**src/hw/dsa_pkg.sv**
```systemverilog
// constants and types shared by the dual-slope sequencer
package dsa_pkg;

	// ------------------------------------------------------------
	// register map
	// ------------------------------------------------------------
	localparam int unsigned ADDR_W         = 4;
	localparam int unsigned DATA_W         = 32;
	localparam logic [3:0]  OFS_CTRL       = 4'h0;
	localparam logic [3:0]  OFS_HIGH_BYTE  = 4'h4;
	localparam logic [3:0]  OFS_STATUS     = 4'h8;
	localparam logic [3:0]  OFS_RESULT     = 4'hc;

	// ------------------------------------------------------------
	// field positions
	// ------------------------------------------------------------
	localparam int unsigned CTRL_FORCE_AZ  = 0;
	localparam int unsigned STAT_PHASE_LO  = 0;
	localparam int unsigned STAT_SIGN      = 2;
	localparam int unsigned STAT_OVR       = 3;
	localparam int unsigned STAT_VALID     = 4;

	// ------------------------------------------------------------
	// sizes, counts and reset values
	// ------------------------------------------------------------
	localparam int unsigned SYS_DIV        = 4;
	localparam int unsigned HB_W           = 8;
	localparam int unsigned CNT_W          = 16;
	localparam int unsigned SHIFT_W        = 18;
	localparam int unsigned SYNC_W         = 6;
	localparam logic [7:0]  HB_RESET       = 8'h80;
	localparam logic [5:0]  SYNC_RESET     = 6'h30;

	// ------------------------------------------------------------
	// converter phases
	// ------------------------------------------------------------
	typedef enum logic [1:0] {
		PH_ZERO_INT,
		PH_ZERO_OFFSET,
		PH_INTEGRATE,
		PH_DEINTEGRATE
	} dsa_phase_t;

endpackage

```
**src/hw/dsa_seq.sv**
```systemverilog
// dual-slope converter sequencer with serial load and read ports
//
// Notes on behaviour
// RULE1: phase length 256 to 65536 ticks, step 256
// RULE2: load low: shift byte msb first on rise
// RULE3: phase length is 256 times two's complement
// RULE4: 00 gives 65536, 80 32768, ff 256
// RULE5: load fall presets byte msb from data in
// RULE6: phase timer counts upward from preset
// RULE7: data out floats until read low
// RULE8: read fall loads 18-bit output shifter
// RULE9: over-range bit shows at once on read
// RULE10: falling clocks give sign, then count msb
// RULE11: excess clocks shift out zeros
// RULE12: conversions run, shifter frozen while reading
// RULE13: read may end early at any time
// RULE14: serial clock independent of system clock
// RULE15: system tick is core clock divided by 4
// RULE16: deintegrate lasts up to twice integrate
// RULE17: chip enable high forces zero offset phase
// RULE18: start in zero integrate, await comparator
// RULE19: host pulses load or chip enable at start
// RULE20: chip enable high drives a low, b high
// RULE21: load low forces zero offset phase
// RULE22: result valid goes low on new result
// RULE23: comparator gives sign and zero crossing
// RULE24: loop phases, over-range on counter overflow
// RULE25: results held, shifter loads only on read

// ------------------------------------------------------------
// three-stage input synchroniser with agreement filter
// ------------------------------------------------------------
module dsa_sync
	import dsa_pkg::*;
#(
	parameter int unsigned        WIDTH     = 1,
	parameter logic [WIDTH-1:0]   RESET_VAL = '0
)(
	input  wire logic             core_clk_i,
	input  wire logic             rst_b_i,
	input  wire logic             clk_en_i,
	input  wire logic [WIDTH-1:0] async_i,
	output logic      [WIDTH-1:0] clean_o
);
	logic [WIDTH-1:0] stage1;
	logic [WIDTH-1:0] stage2;
	logic [WIDTH-1:0] stage3;

	always_ff @(posedge core_clk_i)
	begin
		if (!rst_b_i)
		begin
			stage1  <= RESET_VAL;
			stage2  <= RESET_VAL;
			stage3  <= RESET_VAL;
			clean_o <= RESET_VAL;
		end
		else if (clk_en_i)
		begin
			stage1 <= async_i;
			stage2 <= stage1;
			stage3 <= stage2;
			for (int i = 0; i < WIDTH; i++)
			begin
				if (stage2[i] == stage3[i])
					clean_o[i] <= stage3[i];
			end
		end
	end
endmodule // dsa_sync

// ------------------------------------------------------------
// top
// ------------------------------------------------------------
module dsa_seq
	import dsa_pkg::*;
(
	input  wire logic              core_clk_i,
	input  wire logic              rst_b_i,
	input  wire logic              clk_en_i,
	input  wire logic              comparator_i,
	input  wire logic              chip_enable_n_i,
	input  wire logic              load_n_i,
	input  wire logic              data_in_i,
	input  wire logic              data_clk_i,
	input  wire logic              read_n_i,
	input  wire logic [ADDR_W-1:0] reg_addr_i,
	input  wire logic [DATA_W-1:0] reg_wdata_i,
	input  wire logic              reg_wr_i,
	input  wire logic              reg_rd_i,
	output logic      [DATA_W-1:0] reg_rdata_o,
	output logic                   phase_a_o,
	output logic                   phase_b_o,
	output logic                   result_valid_n_o,
	output logic                   data_out_o,
	output logic                   data_out_oe_n_o
);
	// ------------------------------------------------------------
	// pin synchronisers
	// ------------------------------------------------------------
	logic [SYNC_W-1:0] pins_raw;
	logic [SYNC_W-1:0] pins;
	logic              comp_s;
	logic              ce_n_s;
	logic              load_n_s;
	logic              din_s;
	logic              dclk_s;
	logic              read_n_s;

	assign pins_raw = {read_n_i, load_n_i, data_clk_i, data_in_i, chip_enable_n_i, comparator_i};
	assign comp_s   = pins[0];
	assign ce_n_s   = pins[1];
	assign din_s    = pins[2];
	assign dclk_s   = pins[3];
	assign load_n_s = pins[4];
	assign read_n_s = pins[5];

	// serial clock is sampled, never used as a clock
	dsa_sync #(
		.WIDTH     (SYNC_W),
		.RESET_VAL (SYNC_RESET)
	) u_sync (
		.core_clk_i (core_clk_i),
		.rst_b_i    (rst_b_i),
		.clk_en_i   (clk_en_i),
		.async_i    (pins_raw),
		.clean_o    (pins)
	); // RULE14

	// ------------------------------------------------------------
	// edge detection on filtered pins
	// ------------------------------------------------------------
	logic dclk_d;
	logic load_n_d;
	logic read_n_d;
	logic dclk_rise;
	logic dclk_fall;
	logic load_fall;
	logic read_fall;

	always_ff @(posedge core_clk_i)
	begin
		if (!rst_b_i)
		begin
			dclk_d   <= 1'b0;
			load_n_d <= 1'b1;
			read_n_d <= 1'b1;
		end
		else if (clk_en_i)
		begin
			dclk_d   <= dclk_s;
			load_n_d <= load_n_s;
			read_n_d <= read_n_s;
		end
	end

	assign dclk_rise = dclk_s & ~dclk_d;
	assign dclk_fall = ~dclk_s & dclk_d;
	assign load_fall = ~load_n_s & load_n_d;
	assign read_fall = ~read_n_s & read_n_d;

	// ------------------------------------------------------------
	// system tick: core clock divided by four
	// ------------------------------------------------------------
	logic [1:0] div_cnt;
	logic       divided_system_clock;

	always_ff @(posedge core_clk_i)
	begin
		if (!rst_b_i)
			div_cnt <= 2'h0;
		else if (clk_en_i)
			div_cnt <= div_cnt + 2'h1;
	end

	assign divided_system_clock = (div_cnt == 2'(SYS_DIV - 1)); // RULE15

	// ------------------------------------------------------------
	// software registers
	// ------------------------------------------------------------
	logic force_az;

	always_ff @(posedge core_clk_i)
	begin
		if (!rst_b_i)
			force_az <= 1'b0;
		else if (clk_en_i && reg_wr_i && reg_addr_i == OFS_CTRL)
			force_az <= reg_wdata_i[CTRL_FORCE_AZ];
	end

	// ------------------------------------------------------------
	// high byte of the phase timer
	// ------------------------------------------------------------
	logic [HB_W-1:0] high_byte;

	always_ff @(posedge core_clk_i)
	begin
		if (!rst_b_i)
			high_byte <= HB_RESET;
		else if (clk_en_i)
		begin
			if (load_fall)
				high_byte <= {din_s, 7'h00}; // RULE5
			else if (!load_n_s && dclk_rise)
				high_byte <= {high_byte[HB_W-2:0], din_s}; // RULE2
			else if (reg_wr_i && reg_addr_i == OFS_HIGH_BYTE)
				high_byte <= reg_wdata_i[HB_W-1:0];
		end
	end

	// ------------------------------------------------------------
	// phase sequencer
	// ------------------------------------------------------------
	dsa_phase_t      phase;
	logic [CNT_W-1:0] timer;
	logic [17:0]     deint_cnt;
	logic [17:0]     deint_limit;
	logic [CNT_W-1:0] timer_preset;
	logic            force_zero_offset_phase;
	logic            timer_done;
	logic            sign_bit;
	logic            zero_cross;
	logic            deint_end;
	logic            deint_over;

	assign timer_preset            = {high_byte, 8'h00}; // RULE3
	assign timer_done              = (timer == 16'hffff); // RULE4
	assign force_zero_offset_phase = ce_n_s | ~load_n_s | force_az; // RULE17 RULE21
	// twice the integrate length: 2 * (65536 - preset)
	assign deint_limit = {(17'h10000 - {1'b0, timer_preset}), 1'b0}; // RULE16
	assign zero_cross  = (comp_s != sign_bit); // RULE23
	// result counter ran past 16 bits
	assign deint_over  = (deint_cnt[17:16] != 2'h0);
	assign deint_end   = zero_cross || (deint_cnt + 18'h1 >= deint_limit);

	always_ff @(posedge core_clk_i)
	begin
		if (!rst_b_i)
		begin
			phase <= PH_ZERO_INT; // RULE18
			timer <= '0;
		end
		else if (clk_en_i)
		begin
			if (force_zero_offset_phase)
			begin
				phase <= PH_ZERO_OFFSET; // RULE20
				timer <= timer_preset;
			end
			else if (divided_system_clock)
			begin
				case (phase)
				PH_ZERO_INT:
				begin
					if (!comp_s)
					begin
						phase <= PH_ZERO_OFFSET; // RULE18
						timer <= timer_preset;
					end
				end
				PH_ZERO_OFFSET:
				begin
					if (timer_done)
					begin
						phase <= PH_INTEGRATE;
						timer <= timer_preset;
					end
					else
						timer <= timer + 16'h1; // RULE6 RULE1
				end
				PH_INTEGRATE:
				begin
					if (timer_done)
						phase <= PH_DEINTEGRATE;
					else
						timer <= timer + 16'h1; // RULE6
				end
				PH_DEINTEGRATE:
				begin
					if (deint_end)
						phase <= PH_ZERO_INT; // RULE24
				end
				default:
					phase <= PH_ZERO_INT;
				endcase
			end
		end
	end

	// ------------------------------------------------------------
	// polarity, result counter and holding register
	// ------------------------------------------------------------
	logic [CNT_W-1:0] hold_count;
	logic             over_range_bit;
	logic             hold_sign;
	logic             result_done;

	assign result_done = divided_system_clock && !force_zero_offset_phase
		&& phase == PH_DEINTEGRATE && deint_end;

	always_ff @(posedge core_clk_i)
	begin
		if (!rst_b_i)
		begin
			sign_bit  <= 1'b0;
			deint_cnt <= '0;
		end
		else if (clk_en_i && divided_system_clock)
		begin
			if (phase == PH_INTEGRATE && timer_done)
			begin
				sign_bit  <= comp_s; // RULE23
				deint_cnt <= '0;
			end
			else if (phase == PH_DEINTEGRATE)
				deint_cnt <= deint_cnt + 18'h1;
		end
	end

	always_ff @(posedge core_clk_i)
	begin
		if (!rst_b_i)
		begin
			hold_count     <= '0;
			over_range_bit <= 1'b0;
			hold_sign      <= 1'b0;
		end
		else if (clk_en_i && result_done)
		begin
			hold_count     <= deint_cnt[CNT_W-1:0]; // RULE25
			over_range_bit <= deint_over || !zero_cross; // RULE24
			hold_sign      <= sign_bit;
		end
	end

	// ------------------------------------------------------------
	// phase lines and result valid
	// ------------------------------------------------------------
	always_ff @(posedge core_clk_i)
	begin
		if (!rst_b_i)
		begin
			phase_a_o <= 1'b0;
			phase_b_o <= 1'b0;
		end
		else if (clk_en_i)
		begin
			if (force_zero_offset_phase)
			begin
				phase_a_o <= 1'b0; // RULE20
				phase_b_o <= 1'b1;
			end
			else
			begin
				case (phase)
				PH_ZERO_INT:    {phase_a_o, phase_b_o} <= 2'h0;
				PH_ZERO_OFFSET: {phase_a_o, phase_b_o} <= 2'h1;
				PH_INTEGRATE:   {phase_a_o, phase_b_o} <= 2'h2;
				PH_DEINTEGRATE: {phase_a_o, phase_b_o} <= 2'h3;
				default:        {phase_a_o, phase_b_o} <= 2'h0;
				endcase
			end
		end
	end

	always_ff @(posedge core_clk_i)
	begin
		if (!rst_b_i)
			result_valid_n_o <= 1'b1;
		else if (clk_en_i)
		begin
			if (result_done)
				result_valid_n_o <= 1'b0; // RULE22
			else if (read_fall || (phase == PH_INTEGRATE && divided_system_clock))
				result_valid_n_o <= 1'b1;
		end
	end

	// ------------------------------------------------------------
	// serial read shifter
	// ------------------------------------------------------------
	logic [SHIFT_W-1:0] out_shift;

	always_ff @(posedge core_clk_i)
	begin
		if (!rst_b_i)
		begin
			out_shift       <= '0;
			data_out_o      <= 1'b0;
			data_out_oe_n_o <= 1'b1;
		end
		else if (clk_en_i)
		begin
			data_out_oe_n_o <= read_n_s; // RULE7 RULE13
			if (read_fall)
			begin
				out_shift  <= {over_range_bit, hold_sign, hold_count}; // RULE8 RULE12
				data_out_o <= over_range_bit; // RULE9
			end
			else if (!read_n_s && dclk_fall)
			begin
				out_shift  <= {out_shift[SHIFT_W-2:0], 1'b0}; // RULE11
				data_out_o <= out_shift[SHIFT_W-2]; // RULE10
			end
		end
	end

	// ------------------------------------------------------------
	// register read port
	// ------------------------------------------------------------
	always_ff @(posedge core_clk_i)
	begin
		if (!rst_b_i)
			reg_rdata_o <= '0;
		else if (clk_en_i)
		begin
			if (reg_rd_i)
			begin
				case (reg_addr_i)
				OFS_CTRL:      reg_rdata_o <= {31'h0, force_az};
				OFS_HIGH_BYTE: reg_rdata_o <= {24'h0, high_byte};
				OFS_STATUS:    reg_rdata_o <= {27'h0, ~result_valid_n_o, over_range_bit,
					hold_sign, phase};
				OFS_RESULT:    reg_rdata_o <= {14'h0, over_range_bit, hold_sign, hold_count};
				default:       reg_rdata_o <= '0;
				endcase
			end
			else
				reg_rdata_o <= '0;
		end
	end
endmodule // dsa_seq

```
**config.mk**
```make
export PLATFORM = sky130hd
export DESIGN_NAME = dsa_seq
export DESIGN_NICKNAME = d
export VERILOG_FILES = /design/src/hw/dsa_pkg.sv /design/src/hw/dsa_seq.sv
export SDC_FILE = /design/constraint.sdc
export NUM_CORES = 1
export LEC_CHECK = 0
export BUFFER_PORTS_ARGS = -buffer_cell sky130_fd_sc_hd__buf_2
export CAP_MARGIN = 30
export CORE_MARGIN = 3
export CORE_UTILIZATION = 42
export CTS_CLUSTER_SIZE = 16
export DETAILED_ROUTE_END_ITERATION = 12
export SLEW_MARGIN = 15
export SYNTH_ARGS = -nofsm -noshare
export SYNTH_HDL_FRONTEND = slang
export SYNTH_SLANG_ARGS = --single-unit
```
**constraint.sdc**
```tcl
create_clock -name core_clk_i -period 6.3 [get_ports core_clk_i]
set_input_delay 0.315 -clock core_clk_i [delete_from_list [all_inputs] [get_ports core_clk_i]]
set_output_delay 0.315 -clock core_clk_i [all_outputs]
set_load 0.02 [all_outputs]
```
==> results of run 1 <==
[kinds of logic after synthesis]
logic type	Yosys count	synth area share
fa+ha+maj	18	0.0335
compound gates	179	0.172
other cells	1	0.000558
mux	62	0.0944
simple gates	318	0.216
flops	132	0.393
xor+xnor	20	0.0261
buf+inv	88	0.0639
[power breakdown]
part	switching, uW	internal [uW]
Combinational	53.0	26.3
Clock	378	736
Sequential	5.22	842
Total	437	1600
[worst max-delay path: cells and delay by family, from the launching register on]
kind                       cells  cell delay (ps)
buffers and inverters          1              230
DFF                            1              490
and+or+nand+nor                7             1530
adders and majority gates      1              290
xor gates and xnor gates       1              160
AOI/OAI and AO/OA              2              850
muxes                          1              350
[sequential cells by signal, indices dropped and copies added (netlist names)]
name              cells
deint_cnt            18
reg_rdata_o          18
out_shift            17
hold_count           16
timer                16
high_byte             8
u_sync.clean_o        6
u_sync.stage1         6
u_sync.stage2         6
u_sync.stage3         6
div_cnt               2
phase                 2
data_out_o            1
data_out_oe_n_o       1
dclk_d                1
force_az              1
hold_sign             1
load_n_d              1
over_range_bit        1
phase_a_o             1
phase_b_o             1
result_valid_n_o      1
sign_bit              1
[through the flow]
step	power [uW]	std cells
floorplan	928	831
global placement	940	1024
detailed placement	943	1026
CTS	2060	1058
global route	2110	1060
finish	2040	1060
[final cells by class]
type                    count  area [um^2]
fillers                  1454         7740
repair buffers             57          347
multi-input cells         611         3700
well taps                 211          264
inverters                  17         63.8
clock buffers              21          470
flip-flops and latches    132         2640
clock inverters            11          196
[worst min-delay path by stage]
stage,endpoint,slack [ps],depth (start not counted)
4_1_cts,u_sync.stage1[4]$_SDFFE_PN1P_,90,3
6_report,u_sync.stage1[4]$_SDFFE_PN1P_,110,3
2_1_floorplan,load_n_d$_SDFFE_PN1P_,430,2
3_5_place_dp,phase_a_o$_SDFFE_PN0P_,450,2
3_3_place_gp,load_n_d$_SDFFE_PN1P_,450,2
5_1_grt,u_sync.stage1[4]$_SDFFE_PN1P_,100,3
[synth_stat cells, drive strengths merged, types with 3 or more instances]
cell type / n
nand3: 23
nor3: 11
xor2: 9
a31oi: 7
clkbuf: 41
a21oi: 69
a22oi: 14
a211oi: 5
and2: 11
nand4b: 3
nor4: 8
dfxtp: 132
or4: 6
mux2i: 60
nand4: 12
or2: 3
nor2: 112
ha: 18
o21ai: 43
buf: 30
xnor2: 11
nand2b: 6
a311oi: 19
and4: 5
inv: 17
a32oi: 3
or3: 3
nand2: 107
[layer usage]
metal / vias up / wire, um
li1: 2898 / -
met1: 2719 / 8120
met2: 150 / 7130
met3: 21 / 824
met4: 0 / 242
met5: - / 0
==> impl_metrics.env, run 1 <==
export IMPL_status="finished, final reports clean"
export IMPL_whs_ps=107
export IMPL_cts_tree="built"
export IMPL_most_common_layout_cells="dfxtp_1 (132), nor2_1 (112), nand2_1 (107)"
export IMPL_clk_pin_slew_worst_paths_ps=60
export IMPL_r2r_start="deint_cnt[2]$_SDFFE_PN0P_"
export IMPL_path_cells="nand4_1, or3_1, nor3_1, nand3_1, xnor2_1, ha_1, nand2_1, nor2_1, nand3_1, a2111oi_2, o2111a_1, buf_8, mux2_2"
export IMPL_ant_nets=0
export IMPL_vias=5788
export IMPL_setup_worst_path_end="over_range_bit$_SDFFE_PN0P_"
export IMPL_finish_utilization=0.498
export IMPL_dieHeight_um=132
export IMPL_met2_usage=0.272
export IMPL_ir_drop_mv=0.171
export IMPL_crit_arrival_ps=4320
export IMPL_initial_core_util=0.436
export IMPL_netlist_instances=818
export IMPL_rows=45
export IMPL_hold_viol=0
export IMPL_met1_usage=0.270
export IMPL_critical_path_slowest_cell="dfxtp_1"
export IMPL_fp_coreArea_mm2=0.0154
export IMPL_setup_slack_ps=2290
export IMPL_critical_path_endpoint_type="flop"
export IMPL_routed_via_density=5.46
export IMPL_leakage_uw=0.00278
export IMPL_antenna_cells=0
export IMPL_grt_pass1_wl_um=26700
export IMPL_io_pins=84
export IMPL_async_flop_share=0
export IMPL_cp_max_fo=14
export IMPL_die_x_um=132
export IMPL_met3_usage=0.0441
export IMPL_synthDistinctLibCells=65
export IMPL_crit_reg2reg_capture="over_range_bit$_SDFFE_PN0P_"
export IMPL_ys_flop_type="dfxtp_1"
export IMPL_drv_slew=0
export IMPL_drtIter0Drc=363
export IMPL_ys_warn_count=0
export IMPL_grt_max_degree=93
export IMPL_seq_area_frac_synth=0.393
export IMPL_layout_min_cycle_time_ps=4010
export IMPL_max_freq_mhz=249
export IMPL_synthDominantCellAreaShare=0.393
export IMPL_path_class="reg2reg"
export IMPL_r2r_slack_ps=2290
export IMPL_syn_to_final_growth_pct=14.4
export IMPL_dp_slack_ps=2250
export IMPL_synth_area_mm2=0.00672
export IMPL_routed_wl_um=16300
export IMPL_place_gp_congestion=0.874
export IMPL_finalCritPeriodShare=0.637
export IMPL_grt_ovfl_total=0
export IMPL_first_pass_iters=5
export IMPL_io_buffers=45
export IMPL_hpwlAfterDp_um=11100
export IMPL_fin_skew_ps=9.74
export IMPL_relSlewSlack=0.393
export IMPL_grt_pass1_vias=5213
export IMPL_tightest_slew_ps=911
export IMPL_gr_usage_all_layers=0.186
export IMPL_post_dp_cell_area_mm2=0.00698
export IMPL_worst_ep_required_time_ps=6610
export IMPL_cp_slowest_stage_delay_ps=490
export IMPL_start_kind="flop"
export IMPL_drc_errors=0
export IMPL_holdBufCountCts=0
export IMPL_max_cap_violations=0
export IMPL_layout_commonest_cell="dfxtp_1"
export IMPL_root_buffer="clkbuf_16"
export IMPL_holdCritPathClass="in2reg"
export IMPL_nNetsFinal=901
export IMPL_clk_path_buf_depth=2
export IMPL_cts_resized_gates=0
export IMPL_syn_avg_cell_area_um2=8.22
export IMPL_drive_above_1_share=0.126
export IMPL_clkLatencyLatePin_ps=420
export IMPL_path_common_cell="nand3_1"
export IMPL_stdcell_area_mm2=0.00769
export IMPL_fin_setup_tns_ps=0
export IMPL_synth_area_top_cells="dfxtp_1 (39%), mux2i_1 (8.9%), nor2_1 (6.3%)"
export IMPL_h_tree_depth=4
export IMPL_crit_start="deint_cnt[2]$_SDFFE_PN0P_"
export IMPL_cts_buffers=17
export IMPL_fp_dieArea_mm2=0.0176
export IMPL_grt_antenna_before_repair=0
export IMPL_cts_repair_timing_setup_buffer_count=0
export IMPL_rsz0062_at_grt="false"
export IMPL_routedWlPerCell_um=15.4
export IMPL_synth_top_area_cell="dfxtp_1"
export IMPL_p_per_area_mw_per_mm2=266
export IMPL_synth_edff_count=0
export IMPL_setup_viol_count_final=0
export IMPL_gr_max_usage_layer="met2"
export IMPL_clock_sinks=132
export IMPL_reg2reg_depth=13
export IMPL_worstHoldStart="load_n_i"
export IMPL_synth_seq_cells=132
No activity file was read; power rests on OpenSTA's default activity.
==> inputs of run 2 (changes only) <==
Clock period 6.3 ns to 4 ns, I/O delays scaled along.
==> run 2 against run 1 <==
Compared with the run above: register-to-register slack got worse by 1900 ps; sequential share of layout area rose by 0.084 points; clock skew fell by 2.5 ps; critical path depth shrank 1; cell count grew 0.38%; die area did not move; clock power rose by 45%; first-iteration DRC count grew 19%; worst setup slack got worse by 1900 ps; sequential cell count stayed put; largest cell class unchanged; largest power group unchanged; highest routed layer unchanged.
==> impl_metrics.env, run 2 (same netlist as run 1, synthesis figures left out) <==
export IMPL_max_cap_violations=0
export IMPL_fp_dieArea_mm2=0.0176
export IMPL_io_pins=84
export IMPL_rows=45
export IMPL_layout_min_cycle_time_ps=3640
export IMPL_start_kind="flop"
export IMPL_r2r_slack_ps=360
export IMPL_ant_nets=0
export IMPL_drtIter0Drc=433
export IMPL_whs_ps=13.9
export IMPL_holdCritPathClass="in2reg"
export IMPL_top_regs="deint_cnt: 18 flops, reg_rdata_o: 18 flops, out_shift: 17 flops"
export IMPL_syn_to_final_growth_pct=14.1
export IMPL_status="finished, final reports clean"
export IMPL_most_common_layout_cells="dfxtp_1 (132), nor2_1 (112), nand2_1 (107)"
export IMPL_fin_setup_tns_ps=0
export IMPL_hpwlAfterDp_um=11600
export IMPL_clock_sinks=132
export IMPL_drc_errors=0
export IMPL_p_comb_frac=0.041
export IMPL_layout_commonest_cell="dfxtp_1"
export IMPL_crit_arrival_ps=3990
export IMPL_ff_latch_area_mm2=0.00264
export IMPL_reg2reg_depth=12
export IMPL_path_class="reg2reg"
export IMPL_grt_antenna_before_repair=0
export IMPL_setup_viol_count_final=0
export IMPL_relSlewSlack=0.334
export IMPL_gr_usage_all_layers=0.190
export IMPL_multi_input_area_mm2=0.00370
export IMPL_cts_resized_gates=0
export IMPL_worst_ep_required_time_ps=4340
export IMPL_finalCritPeriodShare=0.910
export IMPL_dieHeight_um=132
export IMPL_p_clk_frac=0.524
export IMPL_place_gp_congestion=0.852
export IMPL_crit_reg2reg_capture="hold_count[5]$_SDFFE_PN0P_"
export IMPL_clk_path_buf_depth=2
export IMPL_clkLatencyLatePin_ps=420
export IMPL_grt_pass1_vias=5449
export IMPL_max_freq_mhz=275
export IMPL_fp_coreArea_mm2=0.0154
export IMPL_grt_max_degree=62
export IMPL_nNetsFinal=906
export IMPL_routed_wl_um=16600
export IMPL_n_fill_cell=1476
export IMPL_rsz0062_at_grt="false"
export IMPL_intPower_uw=2380
export IMPL_drive_above_1_share=0.129
export IMPL_hold_viol=0
export IMPL_first_pass_iters=6
export IMPL_drv_slew=0
export IMPL_tightest_slew_ps=999
export IMPL_pwr_share_seq=0.434
export IMPL_swShare=0.225
export IMPL_leakage_uw=0.00278
export IMPL_routed_via_density=5.50
export IMPL_crit_start="deint_cnt[0]$_SDFFE_PN0P_"
export IMPL_clk_pin_slew_worst_paths_ps=60
export IMPL_grt_pass1_wl_um=27500
export IMPL_critical_path_endpoint_type="flop"
export IMPL_routedWlPerCell_um=15.6
export IMPL_cp_max_fo=18
export IMPL_p_sw_uw=692
export IMPL_vias=5847
export IMPL_p_per_area_mw_per_mm2=400
export IMPL_cts_buffers=17
export IMPL_root_buffer="clkbuf_16"
export IMPL_initial_core_util=0.436
export IMPL_io_buffers=45
export IMPL_r2r_start="deint_cnt[0]$_SDFFE_PN0P_"
export IMPL_finish_utilization=0.497
export IMPL_setup_worst_path_end="hold_count[5]$_SDFFE_PN0P_"
export IMPL_die_x_um=132
export IMPL_antenna_cells=0
export IMPL_ir_drop_mv=0.289
export IMPL_fin_skew_ps=7.20
export IMPL_cts_tree="built"
export IMPL_grt_ovfl_total=0
export IMPL_h_tree_depth=4
-- run 2: critical path, stage by stage, from the launching register on --
cell and delay [ps]:
dfxtp_1 450, ha_1 300, nand4_1 180, nor3_1 440, nand4_1 250, xnor2_1 190
ha_1 210, a22o_1 210, o41ai_1 540, nand2_1 110, o2111a_1 320, buf_12 180
mux2i_1 180
-- run 2: through the flow --
step / setup WS, ps / total power (uW) / cell area (um^2) / cells
finish: 359 / 3070 / 7670 / 1064
global route: 24.2 / 3160 / 7670 / 1064
global placement: 483 / 1480 / 7000 / 1028
floorplan: 777 / 1460 / 6770 / 831
CTS: 350 / 3090 / 7660 / 1063
detailed placement: 396 / 1490 / 7030 / 1030
-- run 2: worst min-delay path by stage --
stage,startpoint,to,slack (ps),cells past startpoint
3_3_place_gp,read_n_i,u_sync.stage1[5]$_SDFFE_PN1P_,420,3
3_5_place_dp,read_n_i,u_sync.stage1[5]$_SDFFE_PN1P_,430,3
4_1_cts,data_in_i,u_sync.stage1[2]$_SDFFE_PN0P_,5,3
6_report,data_in_i,u_sync.stage1[2]$_SDFFE_PN0P_,10,3
5_1_grt,data_in_i,u_sync.stage1[2]$_SDFFE_PN0P_,20,3
2_1_floorplan,load_n_i,u_sync.stage1[4]$_SDFFE_PN1P_,330,2
-- run 2: power groups by stage --
| stage | logic, uW | clock network, uW | registers [uW] |
|---|---|---|---|
| 6_report | 127 | 1610 | 1330 |
| 5_1_grt | 140 | 1690 | 1330 |
| 4_1_cts | 127 | 1630 | 1330 |
| 3_5_place_dp | 125 | 0 | 1360 |
| 3_3_place_gp | 119 | 0 | 1360 |
| 2_1_floorplan | 102 | 0 | 1360 |
-- run 2: timing repair --
item / in CTS / in global routing
hold endpoints to repair: 2 / 0
setup buffers: 0 / 0
hold buffers: 2 / 0
-- run 2: final cells by class --
type,instances,area share
clock buffer,19,0.0591
clock inverter,12,0.0202
inverter,17,0.00832
multi-input combinational,611,0.483
sequential,132,0.345
tap,211,0.0344
timing repair buffer,62,0.0504
-- run 2: routing by layer --
metal  vias up  routed length, um  track usage
met5         -                  0            0
met4         0                304       0.0652
met3        22                871       0.0437
met2       163               7450        0.291
met1      2754               7970        0.263
li1       2908                  -            -
==> inputs of run 3 (changes only) <==
Settings changed: CORE_UTILIZATION 42 to 59, PLACE_DENSITY set to 0.78, SYNTH_HIERARCHICAL set to 1.
==> run 3 against run 2 <==
Compared with the run above: critical path depth up 2; fmax down 4.2%; first-iteration DRC count up 41%; worst hold slack gained 14 ps; critical endpoint is now hold_count[10]$_SDFFE_PN0P_; largest power group unchanged.
==> impl_metrics.env, run 3 <==
export IMPL_status="finished, final reports clean"
export IMPL_root_buffer="clkbuf_16"
export IMPL_synth_top_area_cell="dfxtp_1"
export IMPL_layout_min_cycle_time_ps=3800
export IMPL_place_gp_congestion=0.861
export IMPL_path_class="reg2reg"
export IMPL_drc_errors=0
export IMPL_cp_num_cells=14
export IMPL_async_flop_share=0
export IMPL_cp_slowest_stage_delay_ps=440
export IMPL_grt_max_degree=91
export IMPL_routed_wl_um=16800
export IMPL_n_fill_cell=905
export IMPL_io_buffers=45
export IMPL_fp_coreArea_mm2=0.0111
export IMPL_fin_total_pwr_uw=2950
export IMPL_holdCritPathClass="in2reg"
export IMPL_cts_tree="built"
export IMPL_synth_edff_count=0
export IMPL_synth_area_mm2=0.00690
export IMPL_synth_seq_cells=132
export IMPL_first_pass_iters=5
export IMPL_rsz0062_at_grt="false"
export IMPL_stdcell_area_mm2=0.00763
export IMPL_setup_worst_path_end="hold_count[10]$_SDFFE_PN0P_"
export IMPL_vias=6036
export IMPL_reg2reg_depth=14
export IMPL_seq_area_frac_synth=0.383
export IMPL_most_common_layout_cells="dfxtp_1 (132), nor2_1 (103), nand2_1 (91)"
export IMPL_path_cells="ha_1, and3_1, nand3_1, nor2_1, nand3_1, xnor2_1, ha_1, nand2_1, nor4_1, nand3_1, o31a_1, a211oi_4, buf_12, mux2i_1"
export IMPL_netlist_instances=811
export IMPL_drive_above_1_share=0.124
export IMPL_drv_slew=0
export IMPL_hpwlAfterDp_um=11500
export IMPL_syn_to_final_growth_pct=10.6
export IMPL_finish_utilization=0.686
export IMPL_tightest_slew_ps=887
export IMPL_multi_input_area_mm2=0.00385
export IMPL_drtIter0Drc=612
export IMPL_synth_most_common_cell="dfxtp_1"
export IMPL_clk_path_buf_depth=2
export IMPL_gr_usage_all_layers=0.263
export IMPL_whs_ps=27.5
export IMPL_fp_dieArea_mm2=0.0130
export IMPL_hold_viol=0
export IMPL_ff_latch_area_mm2=0.00264
export IMPL_critical_path_endpoint_type="flop"
export IMPL_crit_reg2reg_capture="hold_count[10]$_SDFFE_PN0P_"
export IMPL_crit_arrival_ps=4140
export IMPL_routed_via_density=6.17
export IMPL_cp_max_fo=19
export IMPL_p_per_area_mw_per_mm2=387
export IMPL_initial_core_util=0.620
export IMPL_ant_nets=0
export IMPL_finalCritPeriodShare=0.950
export IMPL_grt_antenna_before_repair=0
export IMPL_r2r_slack_ps=200
export IMPL_routedWlPerCell_um=17.1
export IMPL_synth_area_top_cells="dfxtp_1 (38%), mux2i_1 (12%), nor2_1 (5.6%)"
export IMPL_leakage_uw=0.00295
export IMPL_ys_warn_count=6
export IMPL_dieHeight_um=114
export IMPL_path_common_cell="nand3_1"
export IMPL_critical_path_slowest_cell="dfxtp_1"
export IMPL_cts_buffers=17
export IMPL_antenna_cells=0
export IMPL_h_tree_depth=4
export IMPL_critPathBufInv=1
export IMPL_top_regs="deint_cnt: 18 flops, reg_rdata_o: 18 flops, out_shift: 17 flops"
export IMPL_synthDistinctLibCells=66
export IMPL_die_x_um=114
export IMPL_fin_skew_ps=7.41
export IMPL_clock_sinks=132
export IMPL_cts_resized_gates=0
export IMPL_critical_path_top_delay_family="simple AND/OR/NAND/NOR gates"
export IMPL_clk_pin_slew_worst_paths_ps=50
export IMPL_ir_drop_mv=0.327
export IMPL_post_dp_cell_area_mm2=0.00704
export IMPL_clkLatencyLatePin_ps=420
export IMPL_max_cap_violations=0
export IMPL_crit_start="deint_cnt[0]$_SDFFE_PN0P_"
export IMPL_start_kind="flop"
export IMPL_fin_setup_tns_ps=0
export IMPL_layout_commonest_cell="dfxtp_1"
export IMPL_synthDominantCellAreaShare=0.383
export IMPL_grt_ovfl_total=0
export IMPL_syn_avg_cell_area_um2=8.51
export IMPL_grt_pass1_wl_um=27500
export IMPL_ys_top_cells_by_count="dfxtp_1 (132), nor2_1 (103), nand2_1 (91)"
export IMPL_worst_ep_required_time_ps=4340
export IMPL_r2r_start="deint_cnt[0]$_SDFFE_PN0P_"
export IMPL_io_pins=84
export IMPL_relSlewSlack=0.409
export IMPL_setup_viol_count_final=0
export IMPL_nNetsFinal=895
export IMPL_grt_pass1_vias=5621
export IMPL_rows=38
export IMPL_ys_flop_type="dfxtp_1"
export IMPL_max_freq_mhz=263
run 3: worst reg2reg max path, stage by stage, from the launching register on:
cell and delay [ps]:
dfxtp_1 440, ha_1 300, and3_1 260, nand3_1 130, nor2_1 260, nand3_1 170, xnor2_1 160, ha_1 330
nand2_1 60, nor4_1 380, nand3_1 150, o31a_1 320, a211oi_4 300, buf_12 220, mux2i_1 230
run 3: where the power goes:
group          internal, uW  total (uW)  switching, uW
combinational          43.3         135           92.1
sequential             1330        1340           9.25
clock                   949        1480            531
run 3: area by class of cell:
type                       instances  area share
multi-input combinational        606       0.505
sequential                       132       0.346
tap                              140      0.0230
clock inverter                     5      0.0102
timing repair buffer              57      0.0443
inverter                          16     0.00853
clock buffer                      23      0.0626
run 3: worst min-delay path by stage:
stage	from	end	slack, ps	depth (start not counted)
after floorplan	load_n_i	u_sync/stage1[4]$_SDFFE_PN1P_	330	2
after global placement	load_n_i	u_sync/stage1[4]$_SDFFE_PN1P_	410	3
after detailed placement	read_n_i	u_sync/stage1[5]$_SDFFE_PN1P_	430	3
after CTS	load_n_i	u_sync/stage1[4]$_SDFFE_PN1P_	5	3
after global routing	load_n_i	u_sync/stage1[4]$_SDFFE_PN1P_	30	3
final	load_n_i	u_sync/stage1[4]$_SDFFE_PN1P_	30	3
run 3: repair_timing:
| action | in CTS | in global routing |
|---|---|---|
| hold buffers | 1 | 0 |
| setup buffers | 0 | 0 |
| endpoints found under the hold margin | 1 | 0 |
run 3: metal layers:
metal  GRT usage  wire length (um)  vias to the layer above
met5           0                 0                        -
li1            -                 -                     2886
met4      0.0942               340                        0
met2       0.407              7550                      255
met3      0.0666              1280                       38
met1       0.358              7590                     2857
run 3: cells by family after synthesis:
| family | after synthesis | synth area share |
|---|---|---|
| buffers and inverters | 86 | 0.0682 |
| DFF | 132 | 0.383 |
| adders and majority gates | 18 | 0.0326 |
| xor gates and xnor gates | 21 | 0.0277 |
| AOI/OAI and AO/OA | 175 | 0.169 |
| muxes | 81 | 0.119 |
| other | 1 | 0.000544 |
| and+or+nand+nor | 297 | 0.199 |
run 3: through the flow:
stage | setup WS (ps) | instances
finish | 201 | 979
global route | 26.8 | 979
CTS | 248 | 978
detailed placement | 339 | 949
global placement | 458 | 949
floorplan | 726 | 824
